[config.mk]
export PLATFORM = sky130hd
export DESIGN_NAME = i2cst_regs
export DESIGN_NICKNAME = d
export VERILOG_FILES = /design/src/core/i2cst_pkg.sv /design/src/core/i2cst_mon_if.sv /design/src/core/i2cst_bus_monitor.sv /design/src/core/i2cst_regs.sv
export VERILOG_INCLUDE_DIRS = /design/src /design/src/core
export SDC_FILE = /design/constraint.sdc
export NUM_CORES = 1
export LEC_CHECK = 0
export BUFFER_PORTS_ARGS = -buffer_cell sky130_fd_sc_hd__buf_2
export CAP_MARGIN = 30
export CORE_MARGIN = 8
export CORE_UTILIZATION = 35
export DETAILED_ROUTE_END_ITERATION = 12
export RECOVER_POWER = 25
export SETUP_SLACK_MARGIN = 0.02
export SLEW_MARGIN = 30
export SYNTH_ARGS = -nofsm -noshare
export SYNTH_HDL_FRONTEND = slang
export SYNTH_SLANG_ARGS = --single-unit
[constraint.sdc]
create_clock -name aclk -period 3.65 [get_ports aclk]
set_input_delay 0.1825 -clock aclk [delete_from_list [all_inputs] [get_ports aclk]]
set_output_delay 0.1825 -clock aclk [all_outputs]
set_load 0.01 [all_outputs]
[src/core/i2cst_params.svh]
// constants for the serial bus status, clock-rate and timeout register block
`ifndef I2CST_PARAMS_SVH
`define I2CST_PARAMS_SVH
`define I2CST_AW 12
`define I2CST_IDX_DATA 10'h0BC
`define I2CST_IDX_STATUS 10'h0BD
`define I2CST_IDX_RATE 10'h0BE
`define I2CST_IDX_TIMER 10'h0BF
`define I2CST_IDX_CTRL 10'h0C0
`define I2CST_IDX_IRQ_STAT 10'h0C1
`define I2CST_IDX_IRQ_MASK 10'h0C2
`define I2CST_CODE_IDLE 8'hF8
`define I2CST_CODE_BUS_ERR 8'h00
`define I2CST_CODE_START 8'h08
`define I2CST_CODE_BYTE 8'h50
`define I2CST_CODE_STOP 8'hA0
`define I2CST_CODE_LOW_ZERO 3'h0
`define I2CST_TMR_ENABLE_BIT 2
`define I2CST_TMR_TIMEOUT_PRESCALE_SELECT_BIT 1
`define I2CST_TMR_FLAG_BIT 0
`define I2CST_CTRL_ENABLE_BIT 0
`define I2CST_CTRL_TX_BIT 1
`define I2CST_IRQ_SERIAL_BIT 0
`define I2CST_IRQ_TIMEOUT_BIT 1
`define I2CST_TMR_WIDTH 14
`define I2CST_TMR_MAX 14'h3FFF
`define I2CST_PRESCALE_LAST 2'h3
`define I2CST_FRAME_BITS 4'h9
`define I2CST_ACK_BIT 4'h8
`define I2CST_RESP_OKAY 2'h0
`define I2CST_RESP_SLVERR 2'h2
`endif

[src/core/i2cst_pkg.sv]
// types shared by the serial bus register block
package i2cst_pkg;
	typedef enum logic [2:0] {
		I2CST_TX_IDLE = 3'h1,
		I2CST_TX_LOW = 3'h2,
		I2CST_TX_HIGH = 3'h4
	} i2cst_tx_state_t;
	typedef logic [7:0] i2cst_byte_t;
endpackage : i2cst_pkg

[src/core/i2cst_mon_if.sv]
// events passed from the bus monitor to the register block
interface i2cst_mon_if;
	logic start_seen;
	logic stop_seen;
	logic byte_done;
	logic bus_error;
	logic [7:0] rx_byte;
	logic monitor_enable;
	modport monitor (output start_seen, stop_seen, byte_done, bus_error, rx_byte, input monitor_enable);
	modport regs (input start_seen, stop_seen, byte_done, bus_error, rx_byte, output monitor_enable);
endinterface : i2cst_mon_if

[src/core/i2cst_bus_monitor.sv]
// watches scl/sda, finds start/stop, collects bytes and flags misplaced conditions
`include "i2cst_params.svh"
module i2cst_bus_monitor
	import i2cst_pkg::*;
(
	input wire logic aclk,
	input wire logic aresetn,
	input wire logic scl_i,
	input wire logic sda_i,
	i2cst_mon_if.monitor mon
);
	logic scl_m_q, scl_s_q, scl_p_q, sda_m_q, sda_s_q, sda_p_q;
	logic [3:0] bit_cnt_q, bit_cnt_d;
	logic in_frame_q, in_frame_d;
	logic [7:0] shift_q, shift_d;
	logic start_q, start_d, stop_q, stop_d, done_q, done_d, err_q, err_d;
	logic [7:0] rx_q, rx_d;
	logic is_start, is_stop, scl_rise;

	assign is_start = scl_s_q && scl_p_q && sda_p_q && !sda_s_q;
	assign is_stop = scl_s_q && scl_p_q && !sda_p_q && sda_s_q;
	assign scl_rise = scl_s_q && !scl_p_q;

	always_comb
	begin
		bit_cnt_d = bit_cnt_q;
		in_frame_d = in_frame_q;
		shift_d = shift_q;
		rx_d = rx_q;
		start_d = 1'b0;
		stop_d = 1'b0;
		done_d = 1'b0;
		err_d = 1'b0;
		if (!mon.monitor_enable)
		begin
			bit_cnt_d = 4'h0;
			in_frame_d = 1'b0;
		end
		else if (is_start || is_stop)
		begin
			// a stop or repeated start lives in the high half of a byte's first bit or its ack bit; bits two to eight are misplaced
			if (in_frame_q && bit_cnt_q > 4'h1)
				err_d = 1'b1;
			else if (is_start)
				start_d = 1'b1;
			else
				stop_d = 1'b1;
			bit_cnt_d = 4'h0;
			in_frame_d = is_start && !(in_frame_q && bit_cnt_q > 4'h1);
		end
		else if (scl_rise && in_frame_q)
		begin
			if (bit_cnt_q == `I2CST_ACK_BIT)
			begin
				bit_cnt_d = 4'h0;
				done_d = 1'b1;
				rx_d = shift_q;
			end
			else
			begin
				bit_cnt_d = bit_cnt_q + 4'h1;
				shift_d = {shift_q[6:0], sda_s_q};
			end
		end
	end

	always_ff @(posedge aclk)
	begin
		if (!aresetn)
		begin
			scl_m_q <= 1'b1;
			scl_s_q <= 1'b1;
			scl_p_q <= 1'b1;
			sda_m_q <= 1'b1;
			sda_s_q <= 1'b1;
			sda_p_q <= 1'b1;
			bit_cnt_q <= 4'h0;
			in_frame_q <= 1'b0;
			shift_q <= 8'h00;
			rx_q <= 8'h00;
			start_q <= 1'b0;
			stop_q <= 1'b0;
			done_q <= 1'b0;
			err_q <= 1'b0;
		end
		else
		begin
			scl_m_q <= scl_i;
			scl_s_q <= scl_m_q;
			scl_p_q <= scl_s_q;
			sda_m_q <= sda_i;
			sda_s_q <= sda_m_q;
			sda_p_q <= sda_s_q;
			bit_cnt_q <= bit_cnt_d;
			in_frame_q <= in_frame_d;
			shift_q <= shift_d;
			rx_q <= rx_d;
			start_q <= start_d;
			stop_q <= stop_d;
			done_q <= done_d;
			err_q <= err_d;
		end
	end

	assign mon.start_seen = start_q;
	assign mon.stop_seen = stop_q;
	assign mon.byte_done = done_q;
	assign mon.bus_error = err_q;
	assign mon.rx_byte = rx_q;
endmodule : i2cst_bus_monitor

[src/core/i2cst_regs.sv]
// serial bus register block: data, status code, clock rate, timeout counter, axi4-lite slave
// Functional notes
// - status register always reads zero in its three low bits.
// - upper five status bits carry the current state code, one of five.
// - idle code never raises the serial interrupt flag.
// - entering any non-idle state sets the serial interrupt flag.
// - code shows one cycle after flag set, stays one cycle after clear.
// - bus error is reported as code zero.
// - start or stop inside the second to eighth bit of a byte is a bus error; first bit and ack bit are not.
// - eight-bit data register holds byte sent or byte received.
// - eight-bit clock-rate register sets the generated serial clock rate.
// - timer control: enable bit 2, prescale bit 1, overflow flag bit 0.
// - 14-bit counter runs with both enables, stops and clears on serial flag.
// - counter ticks every clock, or every fourth clock with prescale set.
// - overflow sets flag and interrupt; software clears flag and serial flag.
`include "i2cst_params.svh"
module i2cst_regs
	import i2cst_pkg::*;
(
	input wire logic aclk,
	input wire logic aresetn,
	input wire logic [`I2CST_AW-1:0] s_axi_awaddr,
	input wire logic s_axi_awvalid,
	output logic s_axi_awready,
	input wire logic [31:0] s_axi_wdata,
	input wire logic [3:0] s_axi_wstrb,
	input wire logic s_axi_wvalid,
	output logic s_axi_wready,
	output logic [1:0] s_axi_bresp,
	output logic s_axi_bvalid,
	input wire logic s_axi_bready,
	input wire logic [`I2CST_AW-1:0] s_axi_araddr,
	input wire logic s_axi_arvalid,
	output logic s_axi_arready,
	output logic [31:0] s_axi_rdata,
	output logic [1:0] s_axi_rresp,
	output logic s_axi_rvalid,
	input wire logic s_axi_rready,
	input wire logic scl_i,
	output logic scl_o,
	output logic scl_oe,
	input wire logic sda_i,
	output logic sda_o,
	output logic sda_oe,
	output logic irq
);
	i2cst_mon_if mon ();

	i2cst_bus_monitor u_mon (
		.aclk(aclk),
		.aresetn(aresetn),
		.scl_i(scl_i),
		.sda_i(sda_i),
		.mon(mon)
	);

	function automatic logic [9:0] reg_index(input logic [`I2CST_AW-1:0] addr);
		reg_index = addr[`I2CST_AW-1:2];
	endfunction : reg_index

	function automatic logic reg_mapped(input logic [`I2CST_AW-1:0] addr);
		logic [9:0] idx;
		idx = reg_index(addr);
		reg_mapped = (idx >= `I2CST_IDX_DATA && idx <= `I2CST_IDX_IRQ_MASK) && addr[1:0] == 2'h0;
	endfunction : reg_mapped

	// bus slave state
	logic aw_full_q, aw_full_d, w_full_q, w_full_d, bvalid_q, bvalid_d, rvalid_q, rvalid_d;
	logic [`I2CST_AW-1:0] awaddr_q, awaddr_d;
	logic [7:0] wbyte_q, wbyte_d;
	logic wlane_q, wlane_d;
	logic [1:0] bresp_q, bresp_d, rresp_q, rresp_d;
	logic [31:0] rdata_q, rdata_d;
	logic do_write, do_read;
	logic [9:0] widx;
	// register and core state
	i2cst_byte_t data_q, data_d, rate_q, rate_d, code_q, code_d, shown_q, shown_d;
	logic ten_q, ten_d, timeout_prescale_select_q, timeout_prescale_select_d, tif_q, tif_d, interface_enable_q, interface_enable_d;
	logic [1:0] ist_q, ist_d, imask_q, imask_d;
	logic [`I2CST_TMR_WIDTH-1:0] tmr_q, tmr_d;
	logic [1:0] pre_q, pre_d;
	i2cst_tx_state_t tx_q, tx_d;
	logic [7:0] half_q, half_d;
	logic [3:0] tbit_q, tbit_d;
	logic new_event, overflow, tick;
	i2cst_byte_t event_code;
	logic [7:0] tmr_ctrl_rd;

	assign do_write = aw_full_q && w_full_q && !bvalid_q;
	assign do_read = s_axi_arvalid && !rvalid_q;
	assign widx = reg_index(awaddr_q);
	assign mon.monitor_enable = interface_enable_q;

	// bus events mapped to state codes, error first
	always_comb
	begin
		new_event = 1'b1;
		event_code = `I2CST_CODE_IDLE;
		if (mon.bus_error)
			event_code = `I2CST_CODE_BUS_ERR;
		else if (mon.byte_done)
			event_code = `I2CST_CODE_BYTE;
		else if (mon.start_seen)
			event_code = `I2CST_CODE_START;
		else if (mon.stop_seen)
			event_code = `I2CST_CODE_STOP;
		else
			new_event = 1'b0;
	end

	// counter and its prescaler
	assign tick = !timeout_prescale_select_q || pre_q == `I2CST_PRESCALE_LAST;
	assign overflow = ten_q && interface_enable_q && !ist_q[`I2CST_IRQ_SERIAL_BIT] && tick && tmr_q == `I2CST_TMR_MAX;

	always_comb
	begin
		aw_full_d = aw_full_q;
		w_full_d = w_full_q;
		awaddr_d = awaddr_q;
		wbyte_d = wbyte_q;
		wlane_d = wlane_q;
		bvalid_d = bvalid_q;
		bresp_d = bresp_q;
		rvalid_d = rvalid_q;
		rresp_d = rresp_q;
		rdata_d = rdata_q;
		if (s_axi_awvalid && !aw_full_q)
		begin
			aw_full_d = 1'b1;
			awaddr_d = s_axi_awaddr;
		end
		if (s_axi_wvalid && !w_full_q)
		begin
			w_full_d = 1'b1;
			wbyte_d = s_axi_wdata[7:0];
			wlane_d = s_axi_wstrb[0];
		end
		if (do_write)
		begin
			aw_full_d = 1'b0;
			w_full_d = 1'b0;
			bvalid_d = 1'b1;
			bresp_d = reg_mapped(awaddr_q) ? `I2CST_RESP_OKAY : `I2CST_RESP_SLVERR;
		end
		else if (bvalid_q && s_axi_bready)
			bvalid_d = 1'b0;
		if (do_read)
		begin
			rvalid_d = 1'b1;
			rresp_d = reg_mapped(s_axi_araddr) ? `I2CST_RESP_OKAY : `I2CST_RESP_SLVERR;
			rdata_d = 32'h0000_0000;
			if (reg_mapped(s_axi_araddr))
			begin
				case (reg_index(s_axi_araddr))
					`I2CST_IDX_DATA: rdata_d[7:0] = data_q;
					`I2CST_IDX_STATUS: rdata_d[7:0] = {shown_q[7:3], `I2CST_CODE_LOW_ZERO};
					`I2CST_IDX_RATE: rdata_d[7:0] = rate_q;
					`I2CST_IDX_TIMER: rdata_d[7:0] = tmr_ctrl_rd;
					`I2CST_IDX_CTRL: rdata_d[1:0] = {tx_q != I2CST_TX_IDLE, interface_enable_q};
					`I2CST_IDX_IRQ_STAT: rdata_d[1:0] = ist_q;
					`I2CST_IDX_IRQ_MASK: rdata_d[1:0] = imask_q;
					default: rdata_d = 32'h0000_0000;
				endcase
			end
		end
		else if (rvalid_q && s_axi_rready)
			rvalid_d = 1'b0;
	end

	always_comb
	begin
		tmr_ctrl_rd = 8'h00;
		tmr_ctrl_rd[`I2CST_TMR_ENABLE_BIT] = ten_q;
		tmr_ctrl_rd[`I2CST_TMR_TIMEOUT_PRESCALE_SELECT_BIT] = timeout_prescale_select_q;
		tmr_ctrl_rd[`I2CST_TMR_FLAG_BIT] = tif_q;
	end

	always_comb
	begin
		logic wr;
		wr = do_write && wlane_q;
		data_d = data_q;
		rate_d = rate_q;
		ten_d = ten_q;
		timeout_prescale_select_d = timeout_prescale_select_q;
		tif_d = tif_q;
		interface_enable_d = interface_enable_q;
		imask_d = imask_q;
		ist_d = ist_q;
		code_d = code_q;
		tmr_d = tmr_q;
		pre_d = pre_q;
		tx_d = tx_q;
		half_d = half_q;
		tbit_d = tbit_q;
		// software side; status register writes fall through untouched
		if (wr)
		begin
			case (widx)
				`I2CST_IDX_DATA: if (tx_q == I2CST_TX_IDLE) data_d = wbyte_q;
				`I2CST_IDX_RATE: rate_d = wbyte_q;
				`I2CST_IDX_TIMER:
				begin
					ten_d = wbyte_q[`I2CST_TMR_ENABLE_BIT];
					timeout_prescale_select_d = wbyte_q[`I2CST_TMR_TIMEOUT_PRESCALE_SELECT_BIT];
					if (!wbyte_q[`I2CST_TMR_FLAG_BIT])
						tif_d = 1'b0;
				end
				`I2CST_IDX_CTRL:
				begin
					interface_enable_d = wbyte_q[`I2CST_CTRL_ENABLE_BIT];
					if (wbyte_q[`I2CST_CTRL_TX_BIT] && interface_enable_q && tx_q == I2CST_TX_IDLE)
					begin
						tx_d = I2CST_TX_LOW;
						half_d = 8'h00;
						tbit_d = 4'h0;
					end
				end
				`I2CST_IDX_IRQ_STAT: ist_d = ist_q & ~wbyte_q[1:0];
				`I2CST_IDX_IRQ_MASK: imask_d = wbyte_q[1:0];
				default: ;
			endcase
		end
		// hardware sets win over software clears
		if (new_event && event_code != `I2CST_CODE_IDLE)
		begin
			code_d = event_code;
			ist_d[`I2CST_IRQ_SERIAL_BIT] = 1'b1;
		end
		if (mon.byte_done && tx_q == I2CST_TX_IDLE)
			data_d = mon.rx_byte;
		// timeout counter
		pre_d = pre_q + 2'h1;
		if (ist_q[`I2CST_IRQ_SERIAL_BIT] || !ten_q || !interface_enable_q)
		begin
			tmr_d = '0;
			pre_d = 2'h0;
		end
		else if (tick)
			tmr_d = tmr_q + 14'h0001;
		if (overflow)
		begin
			tif_d = 1'b1;
			ist_d[`I2CST_IRQ_TIMEOUT_BIT] = 1'b1;
		end
		// transmit: clock halves last rate+1 cycles, ninth bit leaves sda free for ack
		case (tx_q)
			I2CST_TX_IDLE: ;
			I2CST_TX_LOW, I2CST_TX_HIGH:
			begin
				half_d = half_q + 8'h01;
				if (half_q == rate_q)
				begin
					half_d = 8'h00;
					if (tx_q == I2CST_TX_LOW)
						tx_d = I2CST_TX_HIGH;
					else if (tbit_q == `I2CST_ACK_BIT)
						tx_d = I2CST_TX_IDLE;
					else
					begin
						tx_d = I2CST_TX_LOW;
						tbit_d = tbit_q + 4'h1;
					end
				end
			end
			default: tx_d = I2CST_TX_IDLE;
		endcase
		if (!interface_enable_q)
			tx_d = I2CST_TX_IDLE;
	end

	// the shown code lags the flag by one cycle both ways
	assign shown_d = ist_q[`I2CST_IRQ_SERIAL_BIT] ? code_q : `I2CST_CODE_IDLE;

	always_ff @(posedge aclk)
	begin
		if (!aresetn)
		begin
			aw_full_q <= 1'b0;
			w_full_q <= 1'b0;
			awaddr_q <= '0;
			wbyte_q <= 8'h00;
			wlane_q <= 1'b0;
			bvalid_q <= 1'b0;
			bresp_q <= `I2CST_RESP_OKAY;
			rvalid_q <= 1'b0;
			rresp_q <= `I2CST_RESP_OKAY;
			rdata_q <= 32'h0000_0000;
			data_q <= 8'h00;
			rate_q <= 8'h00;
			code_q <= `I2CST_CODE_IDLE;
			shown_q <= `I2CST_CODE_IDLE;
			ten_q <= 1'b0;
			timeout_prescale_select_q <= 1'b0;
			tif_q <= 1'b0;
			interface_enable_q <= 1'b0;
			ist_q <= 2'h0;
			imask_q <= 2'h0;
			tmr_q <= '0;
			pre_q <= 2'h0;
			tx_q <= I2CST_TX_IDLE;
			half_q <= 8'h00;
			tbit_q <= 4'h0;
		end
		else
		begin
			aw_full_q <= aw_full_d;
			w_full_q <= w_full_d;
			awaddr_q <= awaddr_d;
			wbyte_q <= wbyte_d;
			wlane_q <= wlane_d;
			bvalid_q <= bvalid_d;
			bresp_q <= bresp_d;
			rvalid_q <= rvalid_d;
			rresp_q <= rresp_d;
			rdata_q <= rdata_d;
			data_q <= data_d;
			rate_q <= rate_d;
			code_q <= code_d;
			shown_q <= shown_d;
			ten_q <= ten_d;
			timeout_prescale_select_q <= timeout_prescale_select_d;
			tif_q <= tif_d;
			interface_enable_q <= interface_enable_d;
			ist_q <= ist_d;
			imask_q <= imask_d;
			tmr_q <= tmr_d;
			pre_q <= pre_d;
			tx_q <= tx_d;
			half_q <= half_d;
			tbit_q <= tbit_d;
		end
	end

	assign s_axi_awready = !aw_full_q;
	assign s_axi_wready = !w_full_q;
	assign s_axi_bvalid = bvalid_q;
	assign s_axi_bresp = bresp_q;
	assign s_axi_arready = !rvalid_q;
	assign s_axi_rvalid = rvalid_q;
	assign s_axi_rresp = rresp_q;
	assign s_axi_rdata = rdata_q;
	// open drain: only ever pull low
	assign scl_o = 1'b0;
	assign sda_o = 1'b0;
	assign scl_oe = (tx_q == I2CST_TX_LOW);
	assign sda_oe = (tx_q != I2CST_TX_IDLE) && tbit_q != `I2CST_ACK_BIT && !data_q[3'h7 - tbit_q[2:0]];
	assign irq = |(ist_q & imask_q);
endmodule : i2cst_regs

### Yosys cells after proc, flatten, opt, wreduce, memory -nomap -nowiden

Index checks and enable logic that the tools add are counted.

* bits in writable memories: 0
* register bits: 163
* latch bits: 0
* word-level logic and storage cells: 224
* input port bits: 69
* output and inout bits: 46
* memories kept: 0
* bits in read-only memories: 0

* div/mod/pow operators: 0
* shift-type cells: 0
* multiply operators: 0
* reduce and logical (&&, ||, !) cells: 84
* magnitude comparators: 6
* bitwise operators: 8
* multiplexer cells: 55
* $add $sub $neg: 6
* equality and inequality tests: 25

Operators with widths (number)
* equality test 10 x 8 -> 1 bit (second input constant): 13
* two-way mux 8 bit: 13
* two-way mux 4 bit: 8
* logical AND 1 bit: 31
* nonzero test 2 bit: 13
* one-hot mux 6 bit (4 select lines): 1
* >= comparator 10 x 8 -> 1 bit (second input constant): 2
* less-or-equal comparator 10 x 8 -> 1 bit (second input constant): 2
* two-way mux 1 bit: 19
* AND reduction 2 bit: 8
* two-way mux 3 bit: 5
* adder 14 x 1 -> 14 bit (second input constant): 1
* equality test 14 bit (second input constant): 1
* logical NOT 1 bit: 13
* one-hot mux 2 bit (6 select lines): 1
* AND reduction 3 bit: 4
* two-way mux 2 bit: 5
* adder 4 x 1 -> 4 bit (second input constant): 2
* adder 8 x 1 -> 8 bit (second input constant): 1
* equality test 4 bit (second input constant): 2
* equality test 8 bit: 1
* inequality test 8 bit (second input constant): 1
* AND reduction 4 bit: 2
* OR reduction 2 bit: 4
* other kinds (21): 31

### Longest topological paths before layout

* depth in word-level cells: 9
* mapped depth: 7
* mapped depth without buffers: 7

### Cells and area by module

A second synthesis with hierarchy kept.

* cell total of the unflattened synthesis: 667
* area, all modules: 5819.3 um^2

Modules (own cells, without submodules)
* i2cst_regs: sequential area each 1921.8 um^2, cells each 538, times used 1, area an instance 4639.4 um^2
* i2cst_bus_monitor: sequential area each 620.6 um^2, cells each 129, times used 1, area an instance 1179.9 um^2

### Least setup slack after synthesis

No wires, ideal clock.

* path kind: register to register
* start point: reg half_q[3]
* end point: reg tbit_q[1]
* required time: 3.580 ns
* slack: 1.872 ns
* stages on the path, launching flop included: 6
* library setup time: 0.070 ns
* arrival: 1.707 ns
* path through: dfxtp_1 xor2_1 nor4_4 nand2_2 or4b_1 a21oi_1

* word-level cells in the longest chain between the ends: 3

Ends and longest elaborated chain
* from (decl): RTL line i2cst_regs.sv:83 `logic [7:0] half_q, half_d;`
* from (signal assigned): RTL line i2cst_regs.sv:330 `half_q <= half_d;`
* equality test 8 bit: RTL line i2cst_regs.sv:252 `if (half_q == rate_q)`
* two-way mux 4 bit: RTL line i2cst_regs.sv:252
* two-way mux 4 bit: RTL line i2cst_regs.sv:247 `case (tx_q)`
* to (signal assigned): RTL line i2cst_regs.sv:331 `tbit_q <= tbit_d;`
* to (decl): RTL line i2cst_regs.sv:84 `logic [3:0] tbit_q, tbit_d;`

No other way between the ends.
A chain may end at the register's enable or synchronous reset.

### Worst setup path after layout

* start point: reg tbit_q[0]
* end point: out sda_oe

* word-level cells in the longest chain between the ends: 5
* elaborated cells between the ends (all ways): 7
* those cells by class: add/sub (1); eq/ne (1); mux (2); reduce/logical (3)

Ends and longest elaborated chain
* subtractor 3 bit: RTL line i2cst_regs.sv:347 `` assign sda_oe = (tx_q != I2CST_TX_IDLE) && tbit_q != `I2CST_ACK_BIT && !data_q[3'h7 - tbit_q[2:0]]; ``
* binary-select mux 1 bit (select 3 bit): RTL line i2cst_regs.sv:347
* two-way mux 1 bit (not written as such): RTL line i2cst_regs.sv:347
* logical NOT 1 bit: RTL line i2cst_regs.sv:347
* logical AND 1 bit (*): RTL line i2cst_regs.sv:347
* to (decl): RTL line i2cst_regs.sv:44 `output logic sda_oe,`

Every way passes the cells marked *; elsewhere a longest branch is shown, timed or not. The select of a mux whose other input is x is not followed.

==> impl_metrics.json <==
{
  "die_y_um": 145.0,
  "power_mw": 3.138,
  "area_delta_synth_final_pct": 18.54,
  "ys_ff_latch": 127,
  "synth.distinct_cells": 60,
  "synth_cells": 671,
  "fin_hold_ws_ns": 0.01110,
  "critPathLaunch": "tbit_q[0]",
  "gp_congestion": 0.8160,
  "grt_pass1_wl_mm": 22.83,
  "stdcell_area_um2": 6903,
  "cts_buffer_depth": 2,
  "final_nets": 817,
  "outcome": "finished, final reports clean",
  "tightestPinTransition_ns": 1.362,
  "cellPowerDensity_nw_per_um2": 454.5,
  "p_clk_frac": 0.499,
  "worstPathArrival_ns": 2.10,
  "routed_via_density": 4.824,
  "numCtsBuffers": 17,
  "vias": 4689,
  "slew_headroom": 0.09075,
  "fillers": 1634,
  "dp_hpwl_mm": 9.466,
  "cts_resized": 0,
  "worstSkewPairLatency_ns": 0.42,
  "drtPass1Iterations": 4,
  "crit_path_start_kind": "register",
  "cap_violations": 0,
  "totalWireLength_mm": 13.40,
  "p_leak_nw": 2.644,
  "reg2reg_to": "tbit_q[1]",
  "min_path_type": "input pin to register",
  "clockRootBuffer": "clkbuf_16",
  "grt_pass1_vias": 4539,
  "rsz0062_at_grt": "false",
  "r2r-start": "half_q[5]",
  "required_ns": 3.47,
  "cts_tree": "built",
  "rows": 47,
  "n_antenna_cell": 0,
  "yosysWarnings": 0,
  "fmax_ghz": 0.4385,
  "r2r_cells": 5,
  "synth_area_um2": 5823,
  "placed_area_um2": 6190,
  "fin_cells": 972,
  "clk_pin_slew_worst_paths_ns": 0.06,
  "seq_area_frac_synth": 0.4366,
  "postRouteAntennaNets": 0,
  "slew_violations": 0,
  "ys.flop_type": "dfxtp_1",
  "grt-ovfl-total": 0,
  "path_class": "register to primary output",
  "grtUsageTotal": 0.1321,
  "setup_ws_ns": 1.370,
  "cts_max_level": 4,
  "hold_violations": 0,
  "seqPwrFrac": 0.455,
  "port-buffer-count": 59,
  "cp-end-kind": "primary output",
  "place_ws_ns": 1.601,
  "io_pins": 115,
  "grt_max_degree": 43,
  "period_share": 0.6248,
  "wl_per_cell_um": 13.79,
  "rrSetupSlack_ns": 1.64,
  "synth-edff-count": 0,
  "start_util": 0.3549,
  "dp.cells": 922,
  "dieArea_um2": 21020,
  "post-route-min-period_ns": 2.280,
  "synthArstFlopShare": 0,
  "internal-power_mw": 2.425,
  "drt_iter0_markers": 272,
  "setup_viol": 0,
  "hp-start": "s_axi_wdata[2]",
  "fin_setup_tns_ns": 0,
  "avgSynthCellArea_um2": 8.678,
  "fin_skew_ns": 0.007075,
  "swShare": 0.2269,
  "clock-sinks": 127,
  "die_x_um": 145.0,
  "p_comb_frac": 0.046,
  "ir_drop_mv": 0.3304,
  "drc": 0,
  "min_to": "wbyte_q[2]",
  "placeableCoreArea_um2": 16410,
  "worstHoldPathCells": 3,
  "p_sw_mw": 0.7120,
  "drive_above_1_share": 0.1223,
  "antenna_found_initial": 0,
  "post-route-util": 0.4207,
  "cp_max_fo": 6
}
[registers in the layout (all words and copies together), names as in the netlist, 3 cells and up]
signal and cells:
half_q 8, awaddr_q 12, u_mon.mon.rx_byte 8, tx_q 3
data_q 8, rate_q 8, u_mon.bit_cnt_q 4, shown_q 3
u_mon.shift_q 8, s_axi_rdata 8, tmr_q 14, code_q 3
wbyte_q 8, tbit_q 4
[cells in the final DEF, fill, tap and decap left out, drive strengths merged, types with 15 or more instances in the layout]
master and count:
a21oi 54, buf 46, clkbuf 36, conb 28, dfxtp 127, dlygate4sd3 18, inv 22, mux2i 40
nand2 71, nand2b 15, nand3 28, nor2 64, o21ai 26
[timing repair]
item / in CTS / in global routing
hold buffers: 18 / 0
buffers inserted: 0 / 0
hold endpoints to repair: 18 / 0
[layer usage]
metal / track usage / part of all wire
met1: 0.1665 / 0.49
met3: 0.04913 / 0.049
met4: 0.04577 / 0.013
met5: 0 / 0
met2: 0.2033 / 0.45
[Yosys cell counts, drive strengths merged, types with 2 or more instances]
| library cell | instances | area, um^2 |
|---|---|---|
| mux2 | 3 | 33.78 |
| a22o | 3 | 26.28 |
| and2 | 5 | 31.28 |
| ha | 9 | 112.6 |
| and3b | 3 | 26.28 |
| clkbuf | 25 | 93.84 |
| nand2b | 15 | 93.84 |
| a21o | 2 | 15.01 |
| a211oi | 2 | 20.02 |
| nor2 | 64 | 242.7 |
| or3b | 2 | 17.52 |
| mux4 | 2 | 45.04 |
| or2 | 5 | 31.28 |
| a21oi | 54 | 270.3 |
| nand2 | 71 | 269.0 |
| o22ai | 3 | 18.77 |
| and3 | 14 | 87.58 |
| nor4 | 9 | 86.33 |
| o211ai | 2 | 15.01 |
| dfxtp | 127 | 2542 |
| nor3b | 5 | 37.54 |
| nand3 | 28 | 140.1 |
| o31ai | 2 | 15.01 |
| nand3b | 9 | 67.56 |
| a22oi | 8 | 60.06 |
| buf | 32 | 226.5 |
| mux2i | 40 | 400.4 |
| nor2b | 6 | 37.54 |
| nand4 | 11 | 68.82 |
| a31oi | 13 | 81.33 |
| xor2 | 14 | 122.6 |
| nor3 | 9 | 61.31 |
| nand4b | 2 | 17.52 |
| xnor2 | 7 | 61.31 |
| inv | 22 | 82.58 |
| o21ai | 26 | 130.1 |
| or3 | 6 | 37.54 |
[power groups by stage]
stage / Sequential (mW) / Combinational, mW / Clock (mW)
6_report: 1.43 / 0.145 / 1.57
5_1_grt: 1.43 / 0.165 / 1.67
4_1_cts: 1.43 / 0.146 / 1.60
3_5_place_dp: 1.46 / 0.131 / 0
3_3_place_gp: 1.46 / 0.130 / 0
2_1_floorplan: 1.45 / 0.105 / 0
[worst max-delay path, cell delays in order (launching register included)]
cell and delay (ns):
dfxtp_1 0.47, mux4_2 0.55, mux2_2 0.29, nor3_1 0.20
buf_2 0.18
[final cells by class]
class / instances / area (um^2) / share of cell area
Clock inverter: 11 / 91.34 / 0.01323
Sequential cell: 127 / 2542 / 0.3683
Tap cell: 220 / 275.3 / 0.03988
Inverter: 22 / 82.58 / 0.01196
Clock buffer: 21 / 460.4 / 0.06670
Multi-Input combinational cell: 492 / 2979 / 0.4316
Timing Repair Buffer: 79 / 471.7 / 0.06833
[cells by family after synthesis]
family | share of synthesized area
xor gates and xnor gates | 0.03159
muxes | 0.08229
other | 0.0006440
buffers and inverters | 0.06919
AOI/OAI and AO/OA | 0.1229
adders and majority gates | 0.01934
and+or+nand+nor | 0.2374
DFF | 0.4366
[how the worst max path moves through the flow]
stage / to / slack, ns / cells after the start
4_1_cts: sda_oe / 1.31 / 4
3_5_place_dp: half_q[7] / 1.60 / 5
5_1_grt: sda_oe / 1.23 / 4
6_report: sda_oe / 1.37 / 4
3_3_place_gp: half_q[7] / 1.61 / 5
2_1_floorplan: tbit_q[1] / 1.87 / 5
Note: power is estimated with default switching activity, not from simulation.
